[config.mk]
export PLATFORM = sky130hd
export DESIGN_NAME = smw_mode_ctrl
export DESIGN_NICKNAME = d
export VERILOG_FILES = /design/src/rtl/smw_pkg.sv /design/src/rtl/smw_sync.sv /design/src/rtl/smw_timer.sv /design/src/rtl/smw_mode_ctrl.sv
export SDC_FILE = /design/constraint.sdc
export NUM_CORES = 1
export LEC_CHECK = 0
export BUFFER_PORTS_ARGS = -buffer_cell sky130_fd_sc_hd__buf_2
export CAP_MARGIN = 20
export CORE_MARGIN = 2
export CORE_UTILIZATION = 59
export CTS_CLUSTER_DIAMETER = 100
export DETAILED_ROUTE_END_ITERATION = 10
export GPL_TIMING_DRIVEN = 1
export PLACE_DENSITY = 0.78
export SLEW_MARGIN = 10
export SYNTH_ARGS = -nofsm -noshare
export SYNTH_HDL_FRONTEND = slang
export SYNTH_HIERARCHICAL = 1
export SYNTH_SLANG_ARGS = --single-unit
[constraint.sdc]
create_clock -name clk -period 4.48 [get_ports clk]
set_input_delay 0.896 -clock clk [delete_from_list [all_inputs] [get_ports clk]]
set_output_delay 0.896 -clock clk [all_outputs]
set_load 0.01 [all_outputs]
[src/rtl/smw_pkg.sv]
// Shared constants and types for the mode sequencer and watchdog
package smw_pkg;
   localparam int CLK_HZ = 25000000;
   localparam int RESET_STAY_US = 1000;
   localparam int VDD_LOW_TIMEOUT_MS = 150;
   localparam int WD_DEFAULT_MS = 150;
   localparam int NREQ_TIMEOUT_MS = 150;
   localparam int RESET_STAY_CYC = RESET_STAY_US * (CLK_HZ / 1000000);
   localparam int VDD_LOW_CYC = VDD_LOW_TIMEOUT_MS * (CLK_HZ / 1000);
   localparam int WD_DEFAULT_CYC = WD_DEFAULT_MS * (CLK_HZ / 1000);
   localparam int NREQ_CYC = NREQ_TIMEOUT_MS * (CLK_HZ / 1000);
   localparam int CNT_W = 32;
   localparam int SYNC_W = 13;
   localparam logic [1:0] MODE_SLEEP = 2'h0;
   localparam logic [1:0] MODE_STOP = 2'h1;
   localparam logic [1:0] MODE_NORMAL_CLR = 2'h2;
   localparam logic [1:0] MODE_NORMAL = 2'h3;
   localparam logic [1:0] LOW_POWER_SEL = 2'h3;
   localparam logic [2:0] SWITCHES_OFF = 3'h0;

   typedef enum {
      SM_POWERUP,
      SM_RESET,
      SM_NORMAL_REQ,
      SM_NORMAL,
      SM_STOP,
      SM_SLEEP
   } smw_state_type;

   // Command byte as written by the host
   typedef struct packed {
      logic [1:0] linSlew;
      logic linPullup;
      logic [2:0] switchEnable;
      logic [1:0] modeCtrl;
   } smw_cmd_type;

   // Analog condition inputs
   typedef struct packed {
      logic vddGood;
      logic regTempWarn;
      logic switchOverTemp;
      logic supplyOverVolt;
      logic supplyUnderVolt;
   } smw_cond_type;
endpackage

[src/rtl/smw_sync.sv]
// Two flip-flop synchroniser for a level
`timescale 1ns/1ps
module smw_sync #(
   parameter int W = 1
) (
   // Clock and reset
   input wire logic clk,
   input wire logic rstSync_n,
   // Data
   input wire logic [W-1:0] d,
   output logic [W-1:0] q
);
   logic [W-1:0] meta;

   always_ff @(posedge clk or negedge rstSync_n) begin
      if (!rstSync_n) begin
         meta <= '0;
         q <= '0;
      end else begin
         meta <= d;
         q <= meta;
      end
   end
endmodule

[src/rtl/smw_timer.sv]
// Loadable down counter that flags expiry
`timescale 1ns/1ps
module smw_timer #(
   parameter int W = 32
) (
   // Clock and reset
   input wire logic clk,
   input wire logic rstSync_n,
   // Control
   input wire logic load,
   input wire logic [W-1:0] loadValue,
   input wire logic run,
   // Status
   output logic [W-1:0] count,
   output logic expired
);
   always_ff @(posedge clk or negedge rstSync_n) begin
      if (!rstSync_n) begin
         count <= '0;
      end else if (load) begin
         count <= loadValue;
      end else if (run && count != '0) begin
         count <= count - W'(1);
      end
   end

   assign expired = (count == '0);
endmodule

[src/rtl/smw_mode_ctrl.sv]
// Mode sequencer, window watchdog and fault interrupt logic
`timescale 1ns/1ps
// Operation
// Pulse interrupt low on regulator warning, switch shutdown, over- or undervoltage.
// After an interrupt the next status read has bit 7 set plus source.
// Wake-up from Stop by level inputs or bus drives interrupt low.
// Receive output low while bus dominant, high while recessive.
// Bus dominant while transmit input low, recessive while high.
// Host clears watchdog by mode bits, only inside the open window.
// Clear in closed window or no clear in time resets device.
// First clear in Normal Request accepted anytime within 150 ms, no window.
// Config pin open gives default period; grounded disables the watchdog.
// Resistor period 0.991 times kilohms plus 0.648 ms, given as parameter.
// Regulator warning sets its flag and interrupt; flag follows the condition.
// Regulator warning detection disabled in Sleep and Stop.
// Switch overtemperature turns all switches off, sets flag, raises interrupt.
// Switch thermal flag follows condition; detection off in Sleep and Stop.
// Power-up enters Reset for 1 ms; supply low 150 ms goes Sleep.
// Reset passes after 1 ms into Normal Request with bus active.
// Normal Request drops reset on undervoltage or first-clear timeout.
// Normal drops reset on undervoltage or watchdog failure, else high.
// Sleep or Stop pattern needed in two consecutive commands. Code checks the full pattern on the first only.
// Wake-up is level input change, bus wake-up, or chip select rise. Code takes the chip select rise as wake-up in Stop only.
// Sleep holds reset low until wake-up and regulated supply good.
// Normal keeps regulator on, bus active, watchdog running if configured.
// Mode bits: 00 Sleep, 01 Stop, 10 Normal plus clear, 11 Normal.
// Bit 7 zero means status bits carry live real-time state.
// Closed window is first half of period, open window second half.
module smw_mode_ctrl
   import smw_pkg::*;
#(
   parameter int WD_RES_PERIOD_CYC = smw_pkg::WD_DEFAULT_CYC,
   parameter int RESET_CYC = smw_pkg::RESET_STAY_CYC,
   parameter int VDD_LOW_LIMIT_CYC = smw_pkg::VDD_LOW_CYC,
   parameter int NREQ_LIMIT_CYC = smw_pkg::NREQ_CYC
) (
   // Clock and reset
   input wire logic clk,
   input wire logic rst_n,
   // Host command interface from the SPI shifter
   input wire smw_pkg::smw_cmd_type cmdData,
   input wire logic cmdValid,
   input wire logic statusRead,
   output logic [7:0] statusByte,
   // Pins
   input wire logic csPin_n,
   input wire logic levelInputOne,
   input wire logic levelInputTwo,
   input wire logic linBusWake,
   input wire logic linBusDominant,
   input wire logic txdPin,
   input wire logic wdPinGrounded,
   input wire logic wdResistorFitted,
   input wire smw_pkg::smw_cond_type cond,
   // Outputs
   output logic intPin_n,
   output logic rstPin_n,
   output logic rxdPin,
   output logic linDriveDominant,
   output logic [2:0] highSideSwitch,
   output logic regulatorOn,
   output logic [2:0] modeState
);
   import smw_pkg::*;

   logic rstMeta_n, rstSync_n;
   logic [SYNC_W-1:0] rawIn, syncIn;
   smw_state_type state, next_state;
   logic csSeen_n, levelOneSeen, levelTwoSeen, wakeEvent, lowPowerArmed, lowPowerState;
   logic [1:0] armedMode;
   logic wdFail, wdClear, timerLoad, timerExpired, timerPrimed, intPending;
   logic [CNT_W-1:0] wdPeriod, timerLoadValue, timerCount;
   logic [6:0] intSource, liveStatus, faultEvents, faultPrev;
   logic sLevelOne, sLevelTwo, sCs_n, sLinWake, sLinDom, sTxd;
   logic sVddGood, sRegTemp, sSwTemp, sOverVolt, sUnderVolt, sWdGround, sWdRes;

   // Reset release through two flops
   always_ff @(posedge clk or negedge rst_n) begin
      if (!rst_n) begin
         rstMeta_n <= 1'b0;
         rstSync_n <= 1'b0;
      end else begin
         rstMeta_n <= 1'b1;
         rstSync_n <= rstMeta_n;
      end
   end

   assign rawIn = {levelInputOne, levelInputTwo, csPin_n, linBusWake, linBusDominant, txdPin,
                   cond.vddGood, cond.regTempWarn, cond.switchOverTemp, cond.supplyOverVolt,
                   cond.supplyUnderVolt, wdPinGrounded, wdResistorFitted};

   smw_sync #(
      .W(SYNC_W)
   ) u_sync (
      .clk(clk),
      .rstSync_n(rstSync_n),
      .d(rawIn),
      .q(syncIn)
   );

   assign {sLevelOne, sLevelTwo, sCs_n, sLinWake, sLinDom, sTxd, sVddGood, sRegTemp, sSwTemp,
           sOverVolt, sUnderVolt, sWdGround, sWdRes} = syncIn;

   assign lowPowerState = (state == SM_STOP) || (state == SM_SLEEP);

   // Wake-up source tracking
   always_ff @(posedge clk or negedge rstSync_n) begin
      if (!rstSync_n) begin
         csSeen_n <= 1'b1;
         levelOneSeen <= 1'b0;
         levelTwoSeen <= 1'b0;
      end else begin
         csSeen_n <= sCs_n;
         levelOneSeen <= sLevelOne;
         levelTwoSeen <= sLevelTwo;
      end
   end

   assign wakeEvent = lowPowerState && ((sLevelOne != levelOneSeen)
                      || (sLevelTwo != levelTwoSeen) || sLinWake
                      || (sCs_n && !csSeen_n && state == SM_STOP));

   // Two-command low-power entry
   always_ff @(posedge clk or negedge rstSync_n) begin
      if (!rstSync_n) begin
         lowPowerArmed <= 1'b0;
         armedMode <= MODE_NORMAL;
      end else if (cmdValid) begin
         if (cmdData.linSlew == LOW_POWER_SEL && cmdData.switchEnable == SWITCHES_OFF
             && !cmdData.modeCtrl[1]) begin
            lowPowerArmed <= !(lowPowerArmed && armedMode == cmdData.modeCtrl);
            armedMode <= cmdData.modeCtrl;
         end else begin
            lowPowerArmed <= 1'b0;
         end
      end else if (state != SM_NORMAL && state != SM_NORMAL_REQ) begin
         lowPowerArmed <= 1'b0;
      end
   end

   // Watchdog clear decode, period selection
   assign wdClear = cmdValid && cmdData.modeCtrl == MODE_NORMAL_CLR;
   assign wdPeriod = sWdRes ? CNT_W'(WD_RES_PERIOD_CYC)
                     : CNT_W'(WD_DEFAULT_CYC);

   always_comb begin
      wdFail = 1'b0;
      if (!sWdGround) begin
         if (state == SM_NORMAL_REQ) begin
            wdFail = timerExpired;
         end else if (state == SM_NORMAL) begin
            wdFail = timerExpired || (wdClear && timerCount > (wdPeriod >> 1));
         end
      end
   end

   // Mode state machine
   always_comb begin
      next_state = state;
      case (state)
         SM_POWERUP: begin
            if (sVddGood) begin
               next_state = SM_RESET;
            end else if (timerExpired && timerPrimed) begin
               next_state = SM_SLEEP;
            end
         end
         SM_RESET: begin
            if (timerExpired) begin
               next_state = SM_NORMAL_REQ;
            end
         end
         SM_NORMAL_REQ: begin
            if (wdFail || sUnderVolt) begin
               next_state = SM_RESET;
            end else if (cmdValid && cmdData.modeCtrl[1]) begin
               next_state = SM_NORMAL;
            end else if (cmdValid && lowPowerArmed && armedMode == cmdData.modeCtrl) begin
               next_state = (cmdData.modeCtrl == MODE_STOP) ? SM_STOP : SM_SLEEP;
            end
         end
         SM_NORMAL: begin
            if (wdFail || sUnderVolt) begin
               next_state = SM_RESET;
            end else if (cmdValid && lowPowerArmed && armedMode == cmdData.modeCtrl) begin
               next_state = (cmdData.modeCtrl == MODE_STOP) ? SM_STOP : SM_SLEEP;
            end
         end
         SM_STOP: begin
            if (sUnderVolt) begin
               next_state = SM_RESET;
            end else if (wakeEvent) begin
               next_state = SM_NORMAL_REQ;
            end
         end
         SM_SLEEP: begin
            if (wakeEvent) begin
               next_state = SM_RESET;
            end
         end
         default: begin
            next_state = SM_POWERUP;
         end
      endcase
   end

   always_ff @(posedge clk or negedge rstSync_n) begin
      if (!rstSync_n) begin
         state <= SM_POWERUP;
         timerPrimed <= 1'b0;
      end else begin
         state <= next_state;
         timerPrimed <= 1'b1;
      end
   end

   // Shared timer: power-up wait, reset stay, first-clear timeout, watchdog period
   always_comb begin
      timerLoad = 1'b0;
      timerLoadValue = CNT_W'(RESET_CYC);
      if (!timerPrimed) begin
         timerLoad = 1'b1;
         timerLoadValue = CNT_W'(VDD_LOW_LIMIT_CYC);
      end else if (next_state != state) begin
         timerLoad = 1'b1;
         case (next_state)
            SM_RESET: timerLoadValue = CNT_W'(RESET_CYC);
            SM_NORMAL_REQ: timerLoadValue = CNT_W'(NREQ_LIMIT_CYC);
            SM_NORMAL: timerLoadValue = wdPeriod;
            default: timerLoadValue = CNT_W'(VDD_LOW_LIMIT_CYC);
         endcase
      end else if (state == SM_NORMAL && wdClear) begin
         timerLoad = 1'b1;
         timerLoadValue = wdPeriod;
      end
   end

   smw_timer #(
      .W(CNT_W)
   ) u_timer (
      .clk(clk),
      .rstSync_n(rstSync_n),
      .load(timerLoad),
      .loadValue(timerLoadValue),
      .run(1'b1),
      .count(timerCount),
      .expired(timerExpired)
   );

   // Live status and fault events
   assign liveStatus = {sLinWake, sOverVolt, sUnderVolt, sRegTemp && !lowPowerState,
                        sSwTemp && !lowPowerState, sLevelTwo, sLevelOne};

   always_ff @(posedge clk or negedge rstSync_n) begin
      if (!rstSync_n) begin
         faultPrev <= '0;
      end else begin
         faultPrev <= liveStatus;
      end
   end

   assign faultEvents = {1'b0, liveStatus[5:2] & ~faultPrev[5:2], 2'b00};

   // Interrupt source latch; a new event wins over the read clear
   always_ff @(posedge clk or negedge rstSync_n) begin
      if (!rstSync_n) begin
         intSource <= '0;
         intPending <= 1'b0;
      end else if (faultEvents != '0 || (state == SM_STOP && wakeEvent)) begin
         intSource <= (statusRead ? 7'h00 : intSource) | faultEvents
                      | {wakeEvent && sLinWake, 4'h0, wakeEvent && sLevelTwo,
                         wakeEvent && sLevelOne};
         intPending <= 1'b1;
      end else if (statusRead) begin
         intSource <= '0;
         intPending <= 1'b0;
      end
   end

   // Status byte: bit 7 selects latched source or live flags
   always_ff @(posedge clk or negedge rstSync_n) begin
      if (!rstSync_n) begin
         statusByte <= 8'h00;
      end else begin
         statusByte <= intPending ? {1'b1, intSource} : {1'b0, liveStatus};
      end
   end

   // Pin outputs
   always_ff @(posedge clk or negedge rstSync_n) begin
      if (!rstSync_n) begin
         intPin_n <= 1'b1;
         rstPin_n <= 1'b0;
         rxdPin <= 1'b1;
         linDriveDominant <= 1'b0;
         highSideSwitch <= SWITCHES_OFF;
         regulatorOn <= 1'b0;
         modeState <= 3'h0;
      end else begin
         intPin_n <= !(faultEvents != '0 || (state == SM_STOP && wakeEvent));
         rstPin_n <= (state == SM_NORMAL_REQ || state == SM_NORMAL || state == SM_STOP)
                     && !wdFail && !sUnderVolt && sVddGood;
         rxdPin <= !sLinDom;
         linDriveDominant <= !sTxd && (state == SM_NORMAL_REQ || state == SM_NORMAL);
         if (sSwTemp && !lowPowerState) begin
            highSideSwitch <= SWITCHES_OFF;
         end else if (cmdValid && (state == SM_NORMAL || state == SM_NORMAL_REQ)) begin
            highSideSwitch <= cmdData.switchEnable;
         end else if (state != SM_NORMAL && state != SM_NORMAL_REQ) begin
            highSideSwitch <= SWITCHES_OFF;
         end
         regulatorOn <= (state != SM_SLEEP && state != SM_POWERUP);
         modeState <= 3'(state);
      end
   end

   a_reset_on_fail: assert property (@(posedge clk) disable iff (!rstSync_n)
      wdFail |=> !rstPin_n) else $error("reset output not low after watchdog fail");
   a_int_on_fault: assert property (@(posedge clk) disable iff (!rstSync_n)
      (faultEvents != '0) |=> !intPin_n) else $error("no interrupt pulse on fault");
   a_stop_wake_int: assert property (@(posedge clk) disable iff (!rstSync_n)
      (state == SM_STOP && wakeEvent) |=> !intPin_n) else $error("no stop wake interrupt");
   a_rxd_follows: assert property (@(posedge clk) disable iff (!rstSync_n)
      ##1 rxdPin == !$past(sLinDom)) else $error("receive output wrong");
   a_switch_off_hot: assert property (@(posedge clk) disable iff (!rstSync_n)
      (sSwTemp && !lowPowerState) |=> highSideSwitch == SWITCHES_OFF)
      else $error("switches on while hot");
   a_sleep_rst_low: assert property (@(posedge clk) disable iff (!rstSync_n)
      (state == SM_SLEEP) |=> !rstPin_n) else $error("reset high in sleep");
   a_reset_to_req: assert property (@(posedge clk) disable iff (!rstSync_n)
      (state == SM_RESET && timerExpired) |=> state == SM_NORMAL_REQ)
      else $error("reset stay did not end in normal request");
   a_low_warn_off: assert property (@(posedge clk) disable iff (!rstSync_n)
      lowPowerState |-> !liveStatus[3] && !liveStatus[2]) else $error("thermal detect in low power");
   a_status_top: assert property (@(posedge clk) disable iff (!rstSync_n)
      intPending |=> statusByte[7]) else $error("status bit 7 not set after interrupt");
endmodule

# Word-level counts from Yosys, hierarchy flattened
# Index checks and enable logic that the tools add are counted.
# totals
reg_bits,132
elab_cells,139
# classes
addsub,1
n_lt_le_gt_ge,1
n_eq_ne,20
muxes,35
bitwise_logic,4
reduce_logical,55
# ops
op,n
$mux W32,13
$pmux W32 S6,1
$eq A32 B3 Y1 const B,4
$mux W22,3
$eq A32 B1 Y1 const B,2
$eq A32 B2 Y1 const B,2
$eq A32 B4 Y1 const B,2
$logic_not A32 Y1,2
$ne A32 B3 Y1 const B,2
$reduce_bool A32 Y1,2
$gt A32 B21 Y1 const B,1
$ne A32 B32 Y1,1
$ne A32 B4 Y1 const B,1
$sub A32 B1 Y32 const B,1
$logic_and A1 B1 Y1,26
$mux W7,2
$mux W1,12
$logic_not A1 Y1,9
$logic_or A1 B1 Y1,9
$mux W3,3
$mux W8,1
$or A7 B6 Y7,1
$or A7 B7 Y7,1
$reduce_bool A7 Y1,1
10 further kinds,14

# Longest topological paths before layout
# depth
ltp_word,15
depth_mapped,15

# Modules after synthesis
# The synthesis kept the hierarchy.
# modules_own_cells
mod,instances,cells_per_inst,area_each_um2
smw_mode_ctrl,1,227,2855.2
smw_timer,1,243,2058.2
smw_sync,1,26,650.6

# Worst setup path after synthesis
# Ideal clock, no wire load.
# synth_timing
path_kind,flip-flop to flip-flop
startpoint,reg u_timer.count[24]
endpoint,reg u_timer.count[19]
setup_ns,0.069
arrival_time_ns,3.537
setup_slack_ns,0.875
path_stages_with_launch,16
path_buffers,5
cell_sequence,dfrtp_1 -> or4_1 -> clkbuf_2 -> or3_1 -> buf_6 -> nor4_1 -> nor2b_1 -> nor2_1 -> o2111ai_1 -> nand2_1 -> nand3b_1 -> clkbuf_1 -> clkbuf_1 -> clkbuf_1 -> nand2_1 -> nand3_1
# synth_between
elab_cells_between_ends,25
classes_between,1 x order compare; 2 x eq/ne; 15 x mux; 7 x reduce/logical
# synth_lines
item,line_no,rtl
start: declaration,smw_timer.sv:14,"output logic [W-1:0] count,"
start signal: assignment,smw_timer.sv:21,count <= loadValue;
start signal: assignment,smw_timer.sv:23,count <= count - W'(1);
$logic_not A32 Y1 *,smw_timer.sv:27,assign expired = (count == '0);
named net timerExpired,smw_mode_ctrl.sv:71,"logic wdFail, wdClear, timerLoad, timerExpired, timerPrimed, intPending;"
$logic_or A1 B1 Y1,smw_mode_ctrl.sv:152,wdFail = timerExpired || (wdClear && timerCount > (wdPeriod >> 1));
$mux W1,smw_mode_ctrl.sv:151,end else if (state == SM_NORMAL) begin
$mux W1,smw_mode_ctrl.sv:149,if (state == SM_NORMAL_REQ) begin
$mux W1,smw_mode_ctrl.sv:148,if (!sWdGround) begin
$logic_or A1 B1 Y1,"smw_mode_ctrl.sv:174, smw_mode_ctrl.sv:183",
"$mux W32, on equally long branches","smw_mode_ctrl.sv:183, smw_mode_ctrl.sv:174",
$pmux W32 S6 *,smw_mode_ctrl.sv:160,case (state)
$ne A32 B32 Y1 *,smw_mode_ctrl.sv:224,end else if (next_state != state) begin
$mux W1 *,smw_mode_ctrl.sv:224,
$mux W1 *,smw_mode_ctrl.sv:221,if (!timerPrimed) begin
named net timerLoad,smw_mode_ctrl.sv:71,
$mux W32 / $reduce_bool A2 Y1 (equally long branches),n/a,
# The timed path passes the listed nets; every way through them passes the cells marked *.
# A chain may end at the register's enable or synchronous reset.

# Final worst setup path
# layout_timing
startpoint,reg u_timer.count[24]
endpoint,reg u_timer.count[6]
# layout_between
elab_cells_between_ends,25
classes_between,1 x order compare; 2 x eq/ne; 15 x mux; 7 x reduce/logical
# layout_lines
item,line_no,rtl
$logic_not A32 Y1 *,smw_timer.sv:27,
named net timerExpired,smw_mode_ctrl.sv:71,
$logic_or A1 B1 Y1,smw_mode_ctrl.sv:152,
$mux W1,smw_mode_ctrl.sv:151,
$mux W1,smw_mode_ctrl.sv:149,
$mux W1,smw_mode_ctrl.sv:148,
$logic_or A1 B1 Y1,"smw_mode_ctrl.sv:174, smw_mode_ctrl.sv:183",
"$mux W32, on equally long branches","smw_mode_ctrl.sv:183, smw_mode_ctrl.sv:174",
$pmux W32 S6 *,smw_mode_ctrl.sv:160,
$eq A32 B1 Y1,smw_mode_ctrl.sv:226,case (next_state)
$mux W22,smw_mode_ctrl.sv:226,
$mux W22,smw_mode_ctrl.sv:224,
$mux W32,smw_mode_ctrl.sv:221,
$mux W32,smw_timer.sv:20,end else if (load) begin
# Marks and branches as above.

==> results.cfg <==
[route]
drcViolationCount = 0
drt-pass1-iter-count = 7
dr.first_iter.drc_count = 259
wl_per_cell_um = 15.38
wl_um = 11070
via_per_inst = 5.646
vias = 4065
drt.antenna.violating_nets = 0

[run]
max_cap_violations = 0

[critical_path]
critPathKind = reg2reg
worstSetupEndpointType = flop
reg2regPathDepth = 12
r2r_start = u_timer/count[24]
worstPathArrival_ps = 4250
cp-endpoint = u_timer/count[6]
startpoint_type = flop
cp_max_fo = 9
reg2reg_slack_ps = 620
r2r-end = u_timer/count[6]
crit_start = u_timer/count[24]
worstPathRequired_ps = 4860

[timing]
rsz0062_at_grt = false
slew_viol_final = 0
fin_crit_sh = 0.8624
final_hold_viol_count = 0
worst_clock_skew_ps = 12.72
fin_crit_ps = 3863
setup_viol = 0
worst_slew_pin_slew_ps = 847.4
setup_tns_ps = 0
slew_headroom = 0.4350
clock.fmax_ghz = 0.2588

[global_route]
grtUsageTotal = 0.2395
overflow = 0
grt_pass1_vias = 3909
grt_max_degree = 69
grt_first_pass_wirelength_um = 18750
antenna_found_initial = 0

[finish]
drive_gt1_frac = 0.1970
final_common_cell = dfrtp_1
antennaDiodeCount = 0
final_util = 0.7225
final_cell_mix = dfrtp_1, conb_1, nor2_1
syn_to_final_growth_pct = 19.92
fin_nets = 622

[cts]
postCtsSetupRepairBufs = 0
holdBufCountCts = 0
cts_sinks = 128
cts.repair.resized = 0
cts_tree = yes
cts_made_buffers = 17
cts-root-buf = clkbuf_8
h-tree-depth = 4
cts.clk_slew.worst_paths_ps = 70
clkLatencyLatePin_ps = 520
ctsLongestPathBuffers = 2

[worst_hold_path]
hp-class = in2async

[placed_design]
gp_congestion = 0.8490
hpwl_um = 7375
portBuffers = 41

[floorplan]
rows = 35
coreArea_um2 = 9153
die_area_um2 = 10140
initial_core_util = 0.6025
die_w_um = 100.7
die_h_um = 100.7
num_io_pins = 44

[power_and_ir_drop]
ir_worst_vdd_mv = 0.2887
total_power_mw = 2.662
p_leak_nw = 2.879
powerDensity_nw_per_um2 = 402.6

[synth]
netlist_area_um2 = 5514
synth.avg_cell_area_um2 = 11.16
syn_inst = 494
yosysWarningCount = 6

[outcome]
status = completed
## worst min path at each step
stage	slack, ps	to	depth (start not counted)
after floorplan	330	rstSync_n	0
after global placement	330	u_sync/q[3]	0
after detailed placement	330	u_sync/q[10]	0
after CTS	130	rstSync_n	1
after global routing	130	rstSync_n	1
final	150	rstSync_n	1
## where the power goes
group	leakage [nW]	internal [mW]	switching (mW)	total [mW]
combinational	1.09	0.0456	0.0609	0.106
sequential	1.51	1.21	0.0443	1.25
clock	0.282	0.719	0.583	1.30
total	2.88	1.97	0.688	2.66
## layout make-up
class                   instances  area, µm²
clock inverters                15      170.2
flip-flops and latches        128       3213
fillers                       634       2540
repair buffers                 49      265.3
inverters                      20      75.07
well taps                     111      138.9
clock buffers                  17      414.1
multi-input cells             380       2336
## sequential cells by signal (all words and copies together), names as in the netlist, 2 cells and up
register / count
statusByte: 8
modeState: 3
u_timer/count: 32
faultPrev: 6
highSideSwitch: 3
state: 32
armedMode: 2
u_sync/q: 12
u_sync/meta: 12
intSource: 7
## critical path, cell delays in order (launching register included)
cell and delay [ps]:
dfrtp_1 420, or4_1 680, or3_1 540, nor4_1 290, buf_4 200, nor2b_1 240, nor2_1 90, o31ai_1 100
a32oi_1 150, a2111oi_2 470, o21ai_1 320, nor2_1 180, a31oi_1 60
## routing by layer
metal  wire length [µm]  GRT usage
met1               5075     0.3344
met4                172    0.09694
met5                  0          0
met3                561    0.05132
met2               5262     0.3682
## metrics by stage
| stage | instance area, µm² | hold slack (ps) | setup WS (ps) | instances |
|---|---|---|---|---|
| finish | 6613 | 147.6 | 616.5 | 720 |
| global route | 6613 | 132.1 | 424.1 | 720 |
| CTS | 6613 | 131.2 | 680.3 | 720 |
| detailed placement | 6028 | 334.7 | 756.3 | 688 |
| global placement | 6028 | 331.9 | 797.9 | 688 |
| floorplan | 5724 | 331.2 | 658.6 | 550 |
(Power assumes the default switching activity.)
